`src/common/ccu_cfg.svh`:
```
// constants for the coherency control unit control register
`ifndef CCU_CFG_SVH
`define CCU_CFG_SVH

// register location inside the unit map
`define CCU_CTRL_OFFSET    8'h00

// field positions of the control register
`define CCU_BIT_ENABLE     0
`define CCU_BIT_FILTER     1
`define CCU_BIT_TAG_ECC    2
`define CCU_BIT_SPEC_LF    3
`define CCU_BIT_STANDBY    5
`define CCU_BIT_IC_STANDBY 6
`define CCU_BIT_ECC_M0     12
`define CCU_BIT_ECC_M1     13
`define CCU_BIT_ECC_PERIPH 14
`define CCU_BIT_ECC_ACP    15

// reset value and masks
`define CCU_CTRL_RESET     32'h0000_0000
`define CCU_CTRL_WR_MASK   32'h0000_F06D
`define CCU_BYTE_W         8

`endif

```
`src/common/ccu_pkg.sv`:
```
// types shared by the coherency control unit control logic
package ccu_pkg;

  // clock standby state, one-hot
  typedef enum logic [1:0] {
    CCU_RUN   = 2'b01,
    CCU_GATED = 2'b10
  } ccu_standby_e;

  // full control register word
  typedef logic [31:0] ccu_word_t;

endpackage

```
`src/rtl/ccu_ctrl_reg.sv`:
```
// control register of the coherency control unit and its effects
`include "ccu_cfg.svh"
`timescale 1ns/1ps
`default_nettype none

module ccu_ctrl_reg #(
  parameter bit ECC_IMPL    = 1'b1, // tag RAM ECC built in
  parameter bit TWO_MASTERS = 1'b1, // second master port built in
  parameter bit ACP_IMPL    = 1'b1, // accelerator port built in
  parameter bit L2_PRESENT  = 1'b1  // matching level-2 controller fitted
) (
  // clock, reset and clock enable
  input  wire logic        clk,
  input  wire logic        arst_n,
  input  wire logic        ce,
  // memory-mapped access from the processors
  input  wire logic        acc_valid,
  input  wire logic        acc_write,
  input  wire logic [7:0]  acc_addr,
  input  wire logic [3:0]  acc_be,
  input  wire logic [31:0] acc_wdata,
  input  wire logic        acc_cpu,
  input  wire logic [1:0]  access_ctrl,
  output var  logic [31:0] acc_rdata,
  output var  logic        acc_ack,
  // strap sampled at reset release
  input  wire logic        master_filter_enable_input,
  // activity for unit standby
  input  wire logic [1:0]  cpu_wait_for_interrupt_state,
  input  wire logic        accel_req_pending,
  input  wire logic        accel_new_req,
  input  wire logic        unit_busy,
  // activity for interrupt controller standby
  input  wire logic        irq_pending,
  input  wire logic [1:0]  cpu_rw_pending,
  // accelerator port readies from the datapath
  input  wire logic        accel_rd_addr_ready_in,
  input  wire logic        accel_wr_addr_ready_in,
  input  wire logic        accel_wr_data_ready_in,
  output var  logic        accel_port_read_addr_ready,
  output var  logic        accel_port_write_addr_ready,
  output var  logic        accel_port_write_data_ready,
  // coherent linefill and tag lookup
  input  wire logic        lf_req,
  input  wire logic        lf_to_m1,
  input  wire logic        lookup_done,
  input  wire logic        lookup_miss,
  output var  logic        spec_lf_m0,
  output var  logic        spec_lf_m1,
  output var  logic        confirm_lf_m0,
  output var  logic        confirm_lf_m1,
  // control outputs
  output var  logic        unit_enable,
  output var  logic        tag_ecc_enable,
  output var  logic        filter_on,
  output var  logic        ecc_chk_acp,
  output var  logic        ecc_chk_periph,
  output var  logic        ecc_chk_m1,
  output var  logic        ecc_chk_m0,
  output var  logic        unit_clk_en,
  output var  logic        interrupt_ctrl_clk_en
);

  // ---------------------------------------------------------------
  // register state
  // ---------------------------------------------------------------
  ccu_pkg::ccu_word_t ctrl;          // writable control bits
  ccu_pkg::ccu_word_t next_ctrl;     // next control bits
  ccu_pkg::ccu_word_t rd_word;       // word seen by a read
  ccu_pkg::ccu_word_t wr_merge;      // write data merged per byte
  logic               filt_flag;     // captured filtering flag
  logic               next_filt_flag;
  logic               filt_taken;    // strap has been captured
  logic               next_filt_taken;
  logic [31:0]        next_rdata;    // next read data
  logic               next_ack;      // next access acknowledge
  logic               hit;           // access hits this register
  logic               wr_allowed;    // writer holds access right

  // decode of the access
  assign hit        = acc_valid && (acc_addr == `CCU_CTRL_OFFSET);
  assign wr_allowed = access_ctrl[acc_cpu];

  // read view: reserved bits, and the tag ECC bit when ECC is not built in, read zero
  always_comb begin
    rd_word = ctrl & `CCU_CTRL_WR_MASK;
    if (!ECC_IMPL) begin
      rd_word[`CCU_BIT_TAG_ECC] = 1'b0;
    end
    rd_word[`CCU_BIT_FILTER] = filt_flag;
  end

  // byte merge: only enabled lanes take new data
  always_comb begin
    wr_merge = ctrl;
    for (int b = 0; b < 4; b++) begin
      if (acc_be[b]) begin
        wr_merge[b*`CCU_BYTE_W +: `CCU_BYTE_W] =
          acc_wdata[b*`CCU_BYTE_W +: `CCU_BYTE_W];
      end
    end
  end

  // next values of the register and the access answer
  always_comb begin
    next_ctrl       = ctrl;
    next_rdata      = acc_rdata;
    next_ack        = acc_ack;
    next_filt_flag  = filt_flag;
    next_filt_taken = filt_taken;
    if (ce) begin
      next_ack   = acc_valid;
      next_rdata = 32'h0000_0000;
      // a write without the access right is dropped silently
      if (hit && acc_write && wr_allowed) begin
        next_ctrl = wr_merge & `CCU_CTRL_WR_MASK;
        if (!ECC_IMPL) begin
          next_ctrl[`CCU_BIT_TAG_ECC] = 1'b0;
        end
      end
      // unmapped reads return zero
      if (hit && !acc_write) begin
        next_rdata = rd_word;
      end
      // strap is caught on the first enabled edge after release
      if (!filt_taken) begin
        next_filt_taken = 1'b1;
        next_filt_flag  = master_filter_enable_input && TWO_MASTERS;
      end
    end
  end

  // register file flops, all cleared by the unit reset
  always_ff @(posedge clk or negedge arst_n) begin
    if (!arst_n) begin
      ctrl       <= `CCU_CTRL_RESET;
      acc_rdata  <= 32'h0000_0000;
      acc_ack    <= 1'b0;
      filt_flag  <= 1'b0;
      filt_taken <= 1'b0;
    end else begin
      ctrl       <= next_ctrl;
      acc_rdata  <= next_rdata;
      acc_ack    <= next_ack;
      filt_flag  <= next_filt_flag;
      filt_taken <= next_filt_taken;
    end
  end

  // ---------------------------------------------------------------
  // standby gating of the unit and interrupt controller clocks
  // ---------------------------------------------------------------
  logic unit_idle;   // every processor asleep, nothing pending
  logic unit_wake;   // reason to restart the unit clock
  logic ic_idle;     // no interrupt and no processor request
  logic unit_run;    // unit clock enable from its controller
  logic ic_run;      // interrupt controller clock enable

  // accelerator requests only count when that port exists
  assign unit_idle = (&cpu_wait_for_interrupt_state)
                   && !(ACP_IMPL && accel_req_pending)
                   && !unit_busy;
  assign unit_wake = !(&cpu_wait_for_interrupt_state)
                   || (ACP_IMPL && accel_new_req);
  assign ic_idle   = !irq_pending && !(|cpu_rw_pending);

  // unit clock standby
  ccu_standby_gate u_unit_gate (
    .clk    (clk),
    .arst_n (arst_n),
    .ce     (ce),
    .enable (ctrl[`CCU_BIT_STANDBY]),
    .idle   (unit_idle),
    .wake   (unit_wake),
    .clk_en (unit_run)
  );

  // interrupt controller standby, wakes as soon as it is not idle
  ccu_standby_gate u_ic_gate (
    .clk    (clk),
    .arst_n (arst_n),
    .ce     (ce),
    .enable (ctrl[`CCU_BIT_IC_STANDBY]),
    .idle   (ic_idle),
    .wake   (!ic_idle),
    .clk_en (ic_run)
  );

  // ---------------------------------------------------------------
  // speculative linefills
  // ---------------------------------------------------------------
  logic spec_go;        // this linefill goes out speculatively
  logic spec_port1;     // speculative target is master port 1
  logic spec_pend;      // speculative linefill awaits its lookup
  logic next_spec_pend;
  logic spec_pend_m1;   // port of the pending linefill
  logic next_spec_pend_m1;
  logic next_spec_m0;
  logic next_spec_m1;
  logic next_conf_m0;
  logic next_conf_m1;

  // without the level-2 controller the enable does nothing
  assign spec_go    = lf_req && ctrl[`CCU_BIT_SPEC_LF] && L2_PRESENT;
  // filtering pins speculation to port 0
  assign spec_port1 = lf_to_m1 && !filt_flag && TWO_MASTERS;

  // issue speculation with the lookup, confirm on a miss
  always_comb begin
    next_spec_pend    = spec_pend;
    next_spec_pend_m1 = spec_pend_m1;
    next_spec_m0      = spec_lf_m0;
    next_spec_m1      = spec_lf_m1;
    next_conf_m0      = confirm_lf_m0;
    next_conf_m1      = confirm_lf_m1;
    if (ce) begin
      next_spec_m0 = spec_go && !spec_port1;
      next_spec_m1 = spec_go && spec_port1;
      next_conf_m0 = 1'b0;
      next_conf_m1 = 1'b0;
      // a hit simply retires the speculation
      if (spec_pend && lookup_done) begin
        next_spec_pend = 1'b0;
        next_conf_m0   = lookup_miss && !spec_pend_m1;
        next_conf_m1   = lookup_miss && spec_pend_m1;
      end
      // a new speculative linefill wins over retirement
      if (spec_go) begin
        next_spec_pend    = 1'b1;
        next_spec_pend_m1 = spec_port1;
      end
    end
  end

  // linefill flops
  always_ff @(posedge clk or negedge arst_n) begin
    if (!arst_n) begin
      spec_pend     <= 1'b0;
      spec_pend_m1  <= 1'b0;
      spec_lf_m0    <= 1'b0;
      spec_lf_m1    <= 1'b0;
      confirm_lf_m0 <= 1'b0;
      confirm_lf_m1 <= 1'b0;
    end else begin
      spec_pend     <= next_spec_pend;
      spec_pend_m1  <= next_spec_pend_m1;
      spec_lf_m0    <= next_spec_m0;
      spec_lf_m1    <= next_spec_m1;
      confirm_lf_m0 <= next_conf_m0;
      confirm_lf_m1 <= next_conf_m1;
    end
  end

  // ---------------------------------------------------------------
  // control outputs and accelerator readies
  // ---------------------------------------------------------------
  logic next_ar_rdy;
  logic next_aw_rdy;
  logic next_w_rdy;
  logic next_unit_en;
  logic next_tag_ecc;
  logic next_ecc_acp;
  logic next_ecc_per;
  logic next_ecc_m1;
  logic next_ecc_m0;
  logic next_unit_clk;
  logic next_ic_clk;
  logic next_filter;

  // outputs follow the register one cycle later; readies use the
  // gate decision of the same cycle so that none leaks while gated
  always_comb begin
    next_ar_rdy   = accel_port_read_addr_ready;
    next_aw_rdy   = accel_port_write_addr_ready;
    next_w_rdy    = accel_port_write_data_ready;
    next_unit_en  = unit_enable;
    next_tag_ecc  = tag_ecc_enable;
    next_ecc_acp  = ecc_chk_acp;
    next_ecc_per  = ecc_chk_periph;
    next_ecc_m1   = ecc_chk_m1;
    next_ecc_m0   = ecc_chk_m0;
    next_unit_clk = unit_clk_en;
    next_ic_clk   = interrupt_ctrl_clk_en;
    next_filter   = filter_on;
    if (ce) begin
      next_ar_rdy   = accel_rd_addr_ready_in && unit_run;
      next_aw_rdy   = accel_wr_addr_ready_in && unit_run;
      next_w_rdy    = accel_wr_data_ready_in && unit_run;
      next_unit_en  = ctrl[`CCU_BIT_ENABLE];
      next_tag_ecc  = rd_word[`CCU_BIT_TAG_ECC];
      next_ecc_acp  = ctrl[`CCU_BIT_ECC_ACP] && ACP_IMPL;
      next_ecc_per  = ctrl[`CCU_BIT_ECC_PERIPH];
      next_ecc_m1   = ctrl[`CCU_BIT_ECC_M1];
      next_ecc_m0   = ctrl[`CCU_BIT_ECC_M0];
      next_unit_clk = unit_run;
      next_ic_clk   = ic_run;
      next_filter   = filt_flag;
    end
  end

  // output flops
  always_ff @(posedge clk or negedge arst_n) begin
    if (!arst_n) begin
      accel_port_read_addr_ready  <= 1'b0;
      accel_port_write_addr_ready <= 1'b0;
      accel_port_write_data_ready <= 1'b0;
      unit_enable                 <= 1'b0;
      tag_ecc_enable              <= 1'b0;
      ecc_chk_acp                 <= 1'b0;
      ecc_chk_periph              <= 1'b0;
      ecc_chk_m1                  <= 1'b0;
      ecc_chk_m0                  <= 1'b0;
      unit_clk_en                 <= 1'b1;
      interrupt_ctrl_clk_en       <= 1'b1;
      filter_on                   <= 1'b0;
    end else begin
      accel_port_read_addr_ready  <= next_ar_rdy;
      accel_port_write_addr_ready <= next_aw_rdy;
      accel_port_write_data_ready <= next_w_rdy;
      unit_enable                 <= next_unit_en;
      tag_ecc_enable              <= next_tag_ecc;
      ecc_chk_acp                 <= next_ecc_acp;
      ecc_chk_periph              <= next_ecc_per;
      ecc_chk_m1                  <= next_ecc_m1;
      ecc_chk_m0                  <= next_ecc_m0;
      unit_clk_en                 <= next_unit_clk;
      interrupt_ctrl_clk_en       <= next_ic_clk;
      filter_on                   <= next_filter;
    end
  end

endmodule

`default_nettype wire

```
`src/rtl/ccu_standby_gate.sv`:
```
// clock standby controller: gates a clock enable while idle
`timescale 1ns/1ps
`default_nettype none

module ccu_standby_gate (
  // clock and reset
  input  wire logic clk,
  input  wire logic arst_n,
  input  wire logic ce,
  // control
  input  wire logic enable,
  input  wire logic idle,
  input  wire logic wake,
  // clock enable to the gated domain
  output var  logic clk_en
);

  ccu_pkg::ccu_standby_e state;       // current standby state
  ccu_pkg::ccu_standby_e next_state;  // next standby state
  logic                  next_clk_en; // next clock enable

  // next state: gate when enabled and idle, reopen on wake
  always_comb begin
    next_state  = state;
    next_clk_en = clk_en;
    if (ce) begin
      unique case (state)
        ccu_pkg::CCU_RUN: begin
          if (enable && idle && !wake) begin
            next_state = ccu_pkg::CCU_GATED;
          end
        end
        ccu_pkg::CCU_GATED: begin
          // clearing the enable also reopens the clock
          if (wake || !enable) begin
            next_state = ccu_pkg::CCU_RUN;
          end
        end
        default: begin
          next_state = ccu_pkg::CCU_RUN;
        end
      endcase
      next_clk_en = (next_state == ccu_pkg::CCU_RUN);
    end
  end

  // register the state
  always_ff @(posedge clk or negedge arst_n) begin
    if (!arst_n) begin
      state  <= ccu_pkg::CCU_RUN;
      clk_en <= 1'b1;
    end else begin
      state  <= next_state;
      clk_en <= next_clk_en;
    end
  end

endmodule

`default_nettype wire

```
`config.mk`:
```
export PLATFORM = sky130hd
export DESIGN_NAME = ccu_ctrl_reg
export DESIGN_NICKNAME = d
export VERILOG_FILES = /design/src/common/ccu_pkg.sv /design/src/rtl/ccu_ctrl_reg.sv /design/src/rtl/ccu_standby_gate.sv
export VERILOG_INCLUDE_DIRS = /design/src /design/src/common
export SDC_FILE = /design/constraint.sdc
export NUM_CORES = 1
export LEC_CHECK = 0
export BUFFER_PORTS_ARGS = -buffer_cell sky130_fd_sc_hd__buf_2
export CAP_MARGIN = 5
export CORE_MARGIN = 5
export CORE_UTILIZATION = 45
export CTS_CLUSTER_DIAMETER = 40
export DETAILED_ROUTE_END_ITERATION = 8
export GPL_TIMING_DRIVEN = 0
export MAX_ROUTING_LAYER = met4
export PLACE_DENSITY = 0.8
export SYNTH_ARGS = -nofsm -noshare
export SYNTH_HDL_FRONTEND = slang
export SYNTH_SLANG_ARGS = --single-unit
```
`constraint.sdc`:
```
create_clock -name clk -period 4.24 [get_ports clk]
set_input_delay 0.424 -clock clk [delete_from_list [all_inputs] [get_ports clk]]
set_output_delay 0.424 -clock clk [all_outputs]
set_load 0.02 [all_outputs]
```
==> impl_metrics.yaml, run 1 <==
sta:
  fin_crit_sh_pct: 45.1
  whs_ns: 0.279
  relSlewSlack_pct: 34.4
  fin_skew_ns: 0.00530
  fin_crit_ns: 1.91
  finalSetupViolCount: 0
  tightest_slew_ns: 0.984
  finalHoldViolCount: 0
  rsz0062_at_grt: "false"
  tns_ns: 0
  clock.fmax_ghz: 0.523
  slew_violations: 0
yosys:
  yosysWarnings: 0
  synth_top_family_by_area: "compound AO/OA/AOI/OAI gates"
  synth_cell_types: 37
  synthCells: 178
  synth_edf_count: 0
  synth_area_sq_um: 2140
  synth_most_common_cell: "dfrtp_1"
  synthArstFlopShare_pct: 100
  yosysTopAreaCell: "dfrtp_1"
  ys_seq_area_share_pct: 54.0
  synth-seq-cells: 46
  synth_top_area_share_pct: 46.7
  synth_adder_area_share_pct: 2.33
  avgSynthCellArea_sq_um: 12.0
  ys_dominant_reg_cell: "dfrtp_1"
  synth_xor_area_share_pct: 0
  synth-compound-area-share_pct: 11.5
  synthTopCellsByCount: "40 x dfrtp_1, 22 x buf_4, 19 x mux2_2, 15 x nand2_1, 12 x o21ai_0"
  synthSimpleGateAreaFrac_pct: 11.4
  synth_area_leaders: "dfrtp_1 47%, mux2_2 10%, buf_4 7.7%, dfstp_2 7.4%, a22o_1 4.1%"
  synthMuxAreaShare_pct: 10.4
critical_path:
  crit_path_start_kind: "primary input"
  slowest_delay_ns: 0.55
  arrival_ns: 2.10
  crit_path_end_kind: "register"
  r2r_setup_slack_ns: 2.67
  crit_path_cell_trace: "buf_2, or4_4, or2_4, nor4_4, mux2_2"
  critPathMaxFanout: 4
  worstSetupPathType: "in -> reg"
  crit_required_ns: 4.43
  slowest_stage: "or4_4"
power_and_ir_drop:
  comb_power_share_pct: 21.6
  swShare_pct: 29.3
  p_int_uw: 706
  p_leak_nw: 1.49
  p_switching_uw: 293
  p_clk_share_pct: 26.0
  vdd_drop_max_uv: 248
  p_seq_share_pct: 52.4
  powerDensity_nw_per_um2: 367
finish:
  final_core_util_pct: 58.4
  design_area_sq_um: 2720
  antennaDiodeCount: 0
  regArea_sq_um: 1160
  fin_nets: 347
  syn2layout_area_growth_pct: 27.0
  multi_input_area_sq_um: 847
  instances_no_fill: 330
  fillers: 393
  drive_gt1_share_pct: 47.1
flow_run:
  cap_violations: 0
detailed_routing:
  m1WireLength_microns: 1730
  first_pass_iters: 4
  wl_met2_microns: 2480
  dr.first_iter.drc_count: 63
  routed_wl_microns: 4710
  vias: 1573
  postRouteAntennaNets: 0
  wl_per_cell_microns: 14.3
  drc: 0
  wl_met3_microns: 417
  via_per_inst: 4.77
  top_layer_used: "met4"
clock_network:
  clock_latency_ns: 0.30
  clkSinkCount: 46
  numCtsBuffers: 5
  cts_hold_buf: 0
  post_cts_resized: 0
  clkTransAtPathRegs_ns: 0.08
  clock_path_buffers: 2
  cts-root-buf: "clkbuf_8"
  cts_setup_buffers: 0
  cts_tree: "done"
  cts_max_level: 2
grt:
  grt_pass1_wl_microns: 8160
  grt_pass1_vias: 1726
  grt_overflow: 0
  grt_start_max_net_pins: 47
  antenna_found_initial: 0
  grtUsageTotal_pct: 17.4
placed_design:
  gp_congestion: 0.724
  dpl.cell_count: 322
  io_buffer_count: 69
  hpwl_microns: 3660
  placed_area_sq_um: 2640
floorplan:
  coreArea_sq_um: 4660
  start_util_pct: 46.0
  die_w_microns: 79.0
  io_pins: 117
  dieArea_sq_um: 6250
  rows: 25
  die_y_microns: 79.0
status:
  status: "finished clean"
worst_hold_path:
  worstHoldPathType: "in -> async"
-- worst max-delay path: cells and delay by family --
kind,cells,cell delay (ns)
buffers and inverters,1,0.10
AND/OR/NAND/NOR,3,1.20
multiplexers,1,0.38
-- layout by cell type (no fill, tap or decap), drive strengths merged, types with 2 or more instances in the layout --
master,instances
clkbuf,9
nor4,3
clkinv,3
dfrtp,40
or2,2
buf,92
nand2b,2
nand2,15
o2bb2ai,2
o21ai,12
a22o,10
or4,2
ha,4
conb,22
nand3,5
inv,9
a21o,3
mux2,19
dfstp,6
-- flip-flops by register name, summed over array words and instances, names as in the netlist, 2 cells and up --
signal             cells
ctrl                   9
acc_rdata             10
u_ic_gate.state        2
u_unit_gate.state      2
-- stage by stage --
stage,total power [mW],setup slack [ns]
3_3_place_gp,0.740,2.02
6_report,0.999,2.33
3_5_place_dp,0.748,1.99
2_1_floorplan,0.675,2.21
4_1_cts,1.01,2.32
5_1_grt,1.06,2.28
-- path summary, 6_finish.rpt --
path / startpoint / end / depth (start not counted)
max in group asynchronous: arst_n / ctrl[2] / 1
worst max-delay path: acc_addr[1] / ctrl[12] / 5
worst min register to register: filt_taken / filt_taken / 1
min in group clk: acc_wdata[3] / ctrl[3] / 2
worst min-delay path: arst_n / filt_taken / 1
worst max register to register: u_ic_gate.state[0] / u_ic_gate.state[0] / 6
-- layer usage --
metal,track usage (%),vias up
met2,29.5,53
met4,6.19,0
li1,-,780
met1,19.0,734
met3,5.90,6
met5,-,-
-- power groups by stage --
stage / Combinational, mW / Sequential (mW) / Clock (mW)
floorplan: 0.123 / 0.552 / 0
global placement: 0.209 / 0.530 / 0
detailed placement: 0.216 / 0.532 / 0
CTS: 0.217 / 0.524 / 0.269
global route: 0.241 / 0.530 / 0.285
finish: 0.216 / 0.524 / 0.260
-- cell families (layout without fill, tap and decap cells) --
family / count (synthesis) / after routing
flops: 46 / 46
simple gates: 36 / 36
buf+inv: 36 / 113
compound gates: 35 / 35
mux: 20 / 20
fa+ha+maj: 4 / 4
other cells: 1 / 22
-- cell type report --
| type | count | share of cell area, % |
|---|---|---|
| Sequential cell | 46 | 42.6 |
| Multi-Input combinational cell | 117 | 31.1 |
| Timing Repair Buffer | 69 | 12.7 |
| Buffer | 26 | 6.62 |
| Clock buffer | 6 | 2.67 |
| Tap cell | 54 | 2.48 |
| Inverter | 10 | 1.38 |
| Clock inverter | 2 | 0.506 |
No activity file was read; power rests on OpenSTA's default activity.
==> run 2: changes to the inputs <==
CORE_UTILIZATION = 40   (was 45)
PLACE_DENSITY = 0.75   (was 0.8)
clock period = 1.75 ns   (was 4.24 ns; I/O delays follow)
==> run 2 against run 1 <==
Clock skew is 0.00079 ns higher; global-route usage is 3.0 points lower; register-to-register slack worse by 2.6 ns; wire length is 0.51% higher; count of clock-buffer cells in the layout stayed put; final cell count is 4.8% higher; worst setup slack worse by 2.2 ns; via count is 2.4% higher; sequential cell count stayed put; critical path depth stayed put; critical path type unchanged.
==> impl_metrics.yaml, run 2 (synthesis results as in run 1) <==
critical_path:
  crit_family: "simple AND/OR/NAND/NOR gates"
  crit_path_end_kind: "register"
  slowest_stage: "or4_4"
  worstSetupPathType: "in -> reg"
  critPathMaxFanout: 5
  slowest_delay_ns: 0.54
  crit_path_cell_trace: "buf_2, or4_4, or2_4, nor4_4, mux2_2"
  path_buf_inv: 1
  crit_required_ns: 1.94
  arrival_ns: 1.84
  crit_path_start_kind: "primary input"
floorplan:
  die_y_microns: 83.2
  coreArea_sq_um: 5170
  start_util_pct: 41.5
  dieArea_sq_um: 6930
  rows: 26
  die_w_microns: 83.2
  io_pins: 117
clock_network:
  cts_tree: "done"
  clock_path_buffers: 2
  cts_setup_buffers: 0
  cts_hold_buf: 0
  cts-root-buf: "clkbuf_8"
  clkTransAtPathRegs_ns: 0.09
  numCtsBuffers: 5
  cts_max_level: 2
  clock_latency_ns: 0.31
  post_cts_resized: 0
  clkSinkCount: 46
power_and_ir_drop:
  p_seq_share_pct: 49.2
  p_int_mw: 1.86
  p_clk_share_pct: 30.2
  p_leak_nw: 1.50
  comb_power_share_pct: 20.5
  p_switching_uw: 725
  swShare_pct: 28.1
  vdd_drop_max_uv: 517
  powerDensity_nw_per_um2: 933
sta:
  setup_ws_ns: 0.102
  tightest_slew_ns: 0.995
  clock.fmax_ghz: 0.607
  rsz0062_at_grt: "false"
  finalSetupViolCount: 0
  fin_crit_ns: 1.65
  relSlewSlack_pct: 33.7
  fin_skew_ns: 0.00610
  finalHoldViolCount: 0
  whs_ns: 0.0335
  tns_ns: 0
  slew_violations: 0
  fin_crit_sh_pct: 94.2
placed_design:
  gp_congestion: 0.809
  hpwl_microns: 3670
  io_buffer_count: 69
  place_ws_ns: -0.230
detailed_routing:
  wl_per_cell_microns: 13.7
  first_pass_iters: 4
  drc: 0
  dr.first_iter.drc_count: 65
  vias: 1611
  via_per_inst: 4.66
  routed_wl_microns: 4730
  postRouteAntennaNets: 0
finish:
  final_cell_mix: "69 x buf_2, 40 x dfrtp_1, 22 x buf_4, 22 x conb_1, 19 x mux2_2"
  top_register: "acc_rdata"
  drive_gt1_share_pct: 47.5
  fin_nets: 347
  top_regs: "acc_rdata x10, ctrl x9"
  largest_reg_flops: 10
  final_core_util_pct: 53.5
  antennaDiodeCount: 0
  syn2layout_area_growth_pct: 29.1
  final_common_cell: "buf_2"
  fillers: 466
flow_run:
  cap_violations: 0
worst_hold_path:
  worstHoldPathType: "in -> async"
grt:
  grt_overflow: 0
  grt_pass1_wl_microns: 7890
  grtUsageTotal_pct: 14.4
  grt_start_max_net_pins: 47
  antenna_found_initial: 0
  grt_pass1_vias: 1687
status:
  status: "finished clean"
## run 2: changes by cell type in the layout (fill, tap and decap cells not counted), sizes merged
cell / before / now
clkinv: 3 / 1
bufinv: 0 / 1
clkinvlp: 0 / 1
## run 2: power by group through the flow
stage               clock, mW  combinational, mW  sequential (mW)
floorplan                   0              0.297             1.34
global placement            0              0.510             1.29
detailed placement          0              0.528             1.29
CTS                     0.801              0.529             1.27
global route            0.850              0.589             1.29
finish                  0.781              0.531             1.27
## run 2: routing by layer
layer  vias to the layer above  routed length, microns  global-route usage (%)
li1                        781                       -                       -
met1                       768                    1990                    16.0
met2                        54                    2340                    24.0
met3                         8                     342                    5.25
met4                         0                      63                    4.75
met5                         -                       0                       -
## run 2: area by class of cell
type	count	area [sq um]	area share, %
tap	70	87.6	3.16
sequential	46	1160	41.8
multi-input combinational	117	850	30.7
inverter	10	37.5	1.36
clock buffer	6	72.6	2.62
clock inverter	2	37.5	1.36
timing repair buffer	69	345	12.5
buffer	26	180	6.51
## run 2: worst paths after layout
path                                       startpoint                  to  slack [ns]  cells past startpoint
min in group clk           master_filter_enable_input           filt_flag        0.09                      3
hold reg to reg                          spec_pend_m1       confirm_lf_m0        0.48                      1
max in group asynchronous                      arst_n       acc_rdata[15]        1.10                      1
setup reg to reg                   u_ic_gate.state[0]  u_ic_gate.state[0]        0.12                      6
setup / recovery                          acc_addr[1]             ctrl[6]        0.10                      5
hold / removal                                 arst_n           spec_pend        0.03                      1
## run 2: stage by stage
stage | instance area, sq um | total power [mW] | std cells
detailed placement | 2660 | 1.82 | 338
global route | 2770 | 2.73 | 346
finish | 2770 | 2.58 | 346
floorplan | 2220 | 1.63 | 199
CTS | 2770 | 2.60 | 346
global placement | 2660 | 1.80 | 338
==> run 3: changes to the inputs <==
==> constraint.sdc (replaced) <==
create_clock -name clk -period 1.75 [get_ports clk]
set_input_delay 0.0875 -clock clk [delete_from_list [all_inputs] [get_ports clk]]
set_output_delay 0.0875 -clock clk [all_outputs]
set_load 0.02 [all_outputs]
==> run 3 against run 2 <==
Power decreased by 5.1%; largest cell class unchanged; clock power decreased by 15%; die area unchanged; largest power group unchanged; critical endpoint is now u_ic_gate.state[0]; critical path depth increased by 1; sequential share of layout area increased by 0.17 points; fmax increased by 3.5%.
==> impl_metrics.yaml, run 3 (synthesis results as in run 1) <==
sta:
  rsz0062_at_grt: "false"
  relSlewSlack_pct: 33.6
  fin_skew_ns: 0.00653
  fin_crit_sh_pct: 91.0
  tightest_slew_ns: 0.996
  slew_violations: 0
  tns_ns: 0
  fin_crit_ns: 1.59
  finalHoldViolCount: 0
  finalSetupViolCount: 0
  clock.fmax_ghz: 0.628
detailed_routing:
  drc: 0
  routed_wl_microns: 4750
  wl_per_cell_microns: 13.7
  first_pass_iters: 4
  vias: 1626
  postRouteAntennaNets: 0
  via_per_inst: 4.69
  dr.first_iter.drc_count: 64
critical_path:
  r2r.worst_path.cells: 6
  critPathMaxFanout: 3
  crit_required_ns: 1.95
  r2r_end: "u_ic_gate.state[0]"
  crit_path_end_kind: "register"
  crit_path_start_kind: "register"
  r2r_setup_slack_ns: 0.16
  worstSetupPathType: "reg -> reg"
  arrival_ns: 1.80
  rr_startpoint: "u_ic_gate.state[0]"
floorplan:
  die_w_microns: 83.2
  die_y_microns: 83.2
  coreArea_sq_um: 5170
  rows: 26
  dieArea_sq_um: 6930
  start_util_pct: 41.5
  io_pins: 117
finish:
  syn2layout_area_growth_pct: 28.6
  drive_gt1_share_pct: 46.9
  regArea_sq_um: 1160
  instances_no_fill: 347
  fin_nets: 348
  multi_input_area_sq_um: 847
  top_register: "acc_rdata"
  largest_reg_flops: 10
  final_common_cell: "buf_2"
  design_area_sq_um: 2760
  final_cell_mix: "69 x buf_2, 40 x dfrtp_1, 22 x buf_4, 22 x conb_1, 19 x mux2_2"
  fillers: 470
  antennaDiodeCount: 0
  top_regs: "acc_rdata x10, ctrl x9"
placed_design:
  io_buffer_count: 69
  hpwl_microns: 3600
  dpl.cell_count: 338
  placed_area_sq_um: 2660
  gp_congestion: 0.741
worst_hold_path:
  whs_path_depth: 2
  min_to: "ctrl[5]"
  min_from: "acc_wdata[5]"
  worstHoldPathType: "in -> reg"
power_and_ir_drop:
  p_total_mw: 2.45
  p_leak_nw: 1.50
  powerDensity_nw_per_um2: 889
  vdd_drop_max_uv: 488
clock_network:
  cts_tree: "done"
  numCtsBuffers: 5
  clock_path_buffers: 2
  cts_max_level: 2
  clock_latency_ns: 0.29
  post_cts_resized: 0
  cts_setup_buffers: 0
  clkTransAtPathRegs_ns: 0.08
  clkSinkCount: 46
  cts-root-buf: "clkbuf_8"
grt:
  grt_pass1_wl_microns: 7920
  antenna_found_initial: 0
  grtUsageTotal_pct: 14.4
  grt_pass1_vias: 1722
  grt_overflow: 0
  grt_start_max_net_pins: 47
flow_run:
  cap_violations: 0
status:
  status: "finished clean"
-- run 3: how the worst max path moves through the flow --
| stage | cells past startpoint | start | to |
|---|---|---|---|
| 5_1_grt | 6 | u_ic_gate.state[0] | u_ic_gate.state[0] |
| 3_5_place_dp | 5 | acc_addr[1] | ctrl[13] |
| 4_1_cts | 5 | acc_addr[1] | ctrl[13] |
| 2_1_floorplan | 4 | acc_addr[1] | ctrl[12] |
| 6_report | 6 | u_ic_gate.state[0] | u_ic_gate.state[0] |
| 3_3_place_gp | 5 | acc_addr[1] | ctrl[14] |
-- run 3: worst max-delay path, stage by stage, from the launching register on --
cell      delay [ns]
dfstp_2         0.55
inv_1           0.06
ha_1            0.29
nor2b_1         0.17
o21ai_0         0.11
a21o_1          0.20
a21boi_0        0.12
-- run 3: area by class of cell --
type	instances	area share, %
repair buffers	70	12.9
multi-input cells	117	30.7
clock buffers	7	3.13
well taps	70	3.18
clock inverters	1	0.181
plain buffers	26	6.53
inverters	10	1.36
flip-flops and latches	46	42.0
-- run 3: routing by layer --
layer / vias up / routed length [microns] / GRT usage (%)
met5: - / 0 / -
met4: 0 / 36 / 4.90
met3: 4 / 421 / 4.46
met2: 70 / 2250 / 23.2
met1: 778 / 2040 / 17.3
li1: 774 / - / -
-- run 3: what timing repair did --
| item | in CTS | in global routing |
|---|---|---|
| hold buffers | 1 | 0 |
| hold endpoints to repair | 29 | 0 |
| setup endpoints to repair | 0 | 0 |
-- run 3: report_power, final --
part	internal, mW	switching [mW]	total, mW
registers	1.20	0.0607	1.26
logic	0.228	0.298	0.526
clock network	0.319	0.342	0.661
total	1.75	0.701	2.45
-- run 3: per-stage QoR --
step                      setup WS (ns)  hold slack, ns  util (%)
after floorplan                  0.0600          -0.208         -
after global placement           -0.135           0.307      51.4
after detailed placement         -0.162           0.309      51.4
after CTS                         0.152          0.0169      53.3
after global routing             0.0385          0.0112      53.3
final                             0.158          0.0230      53.3
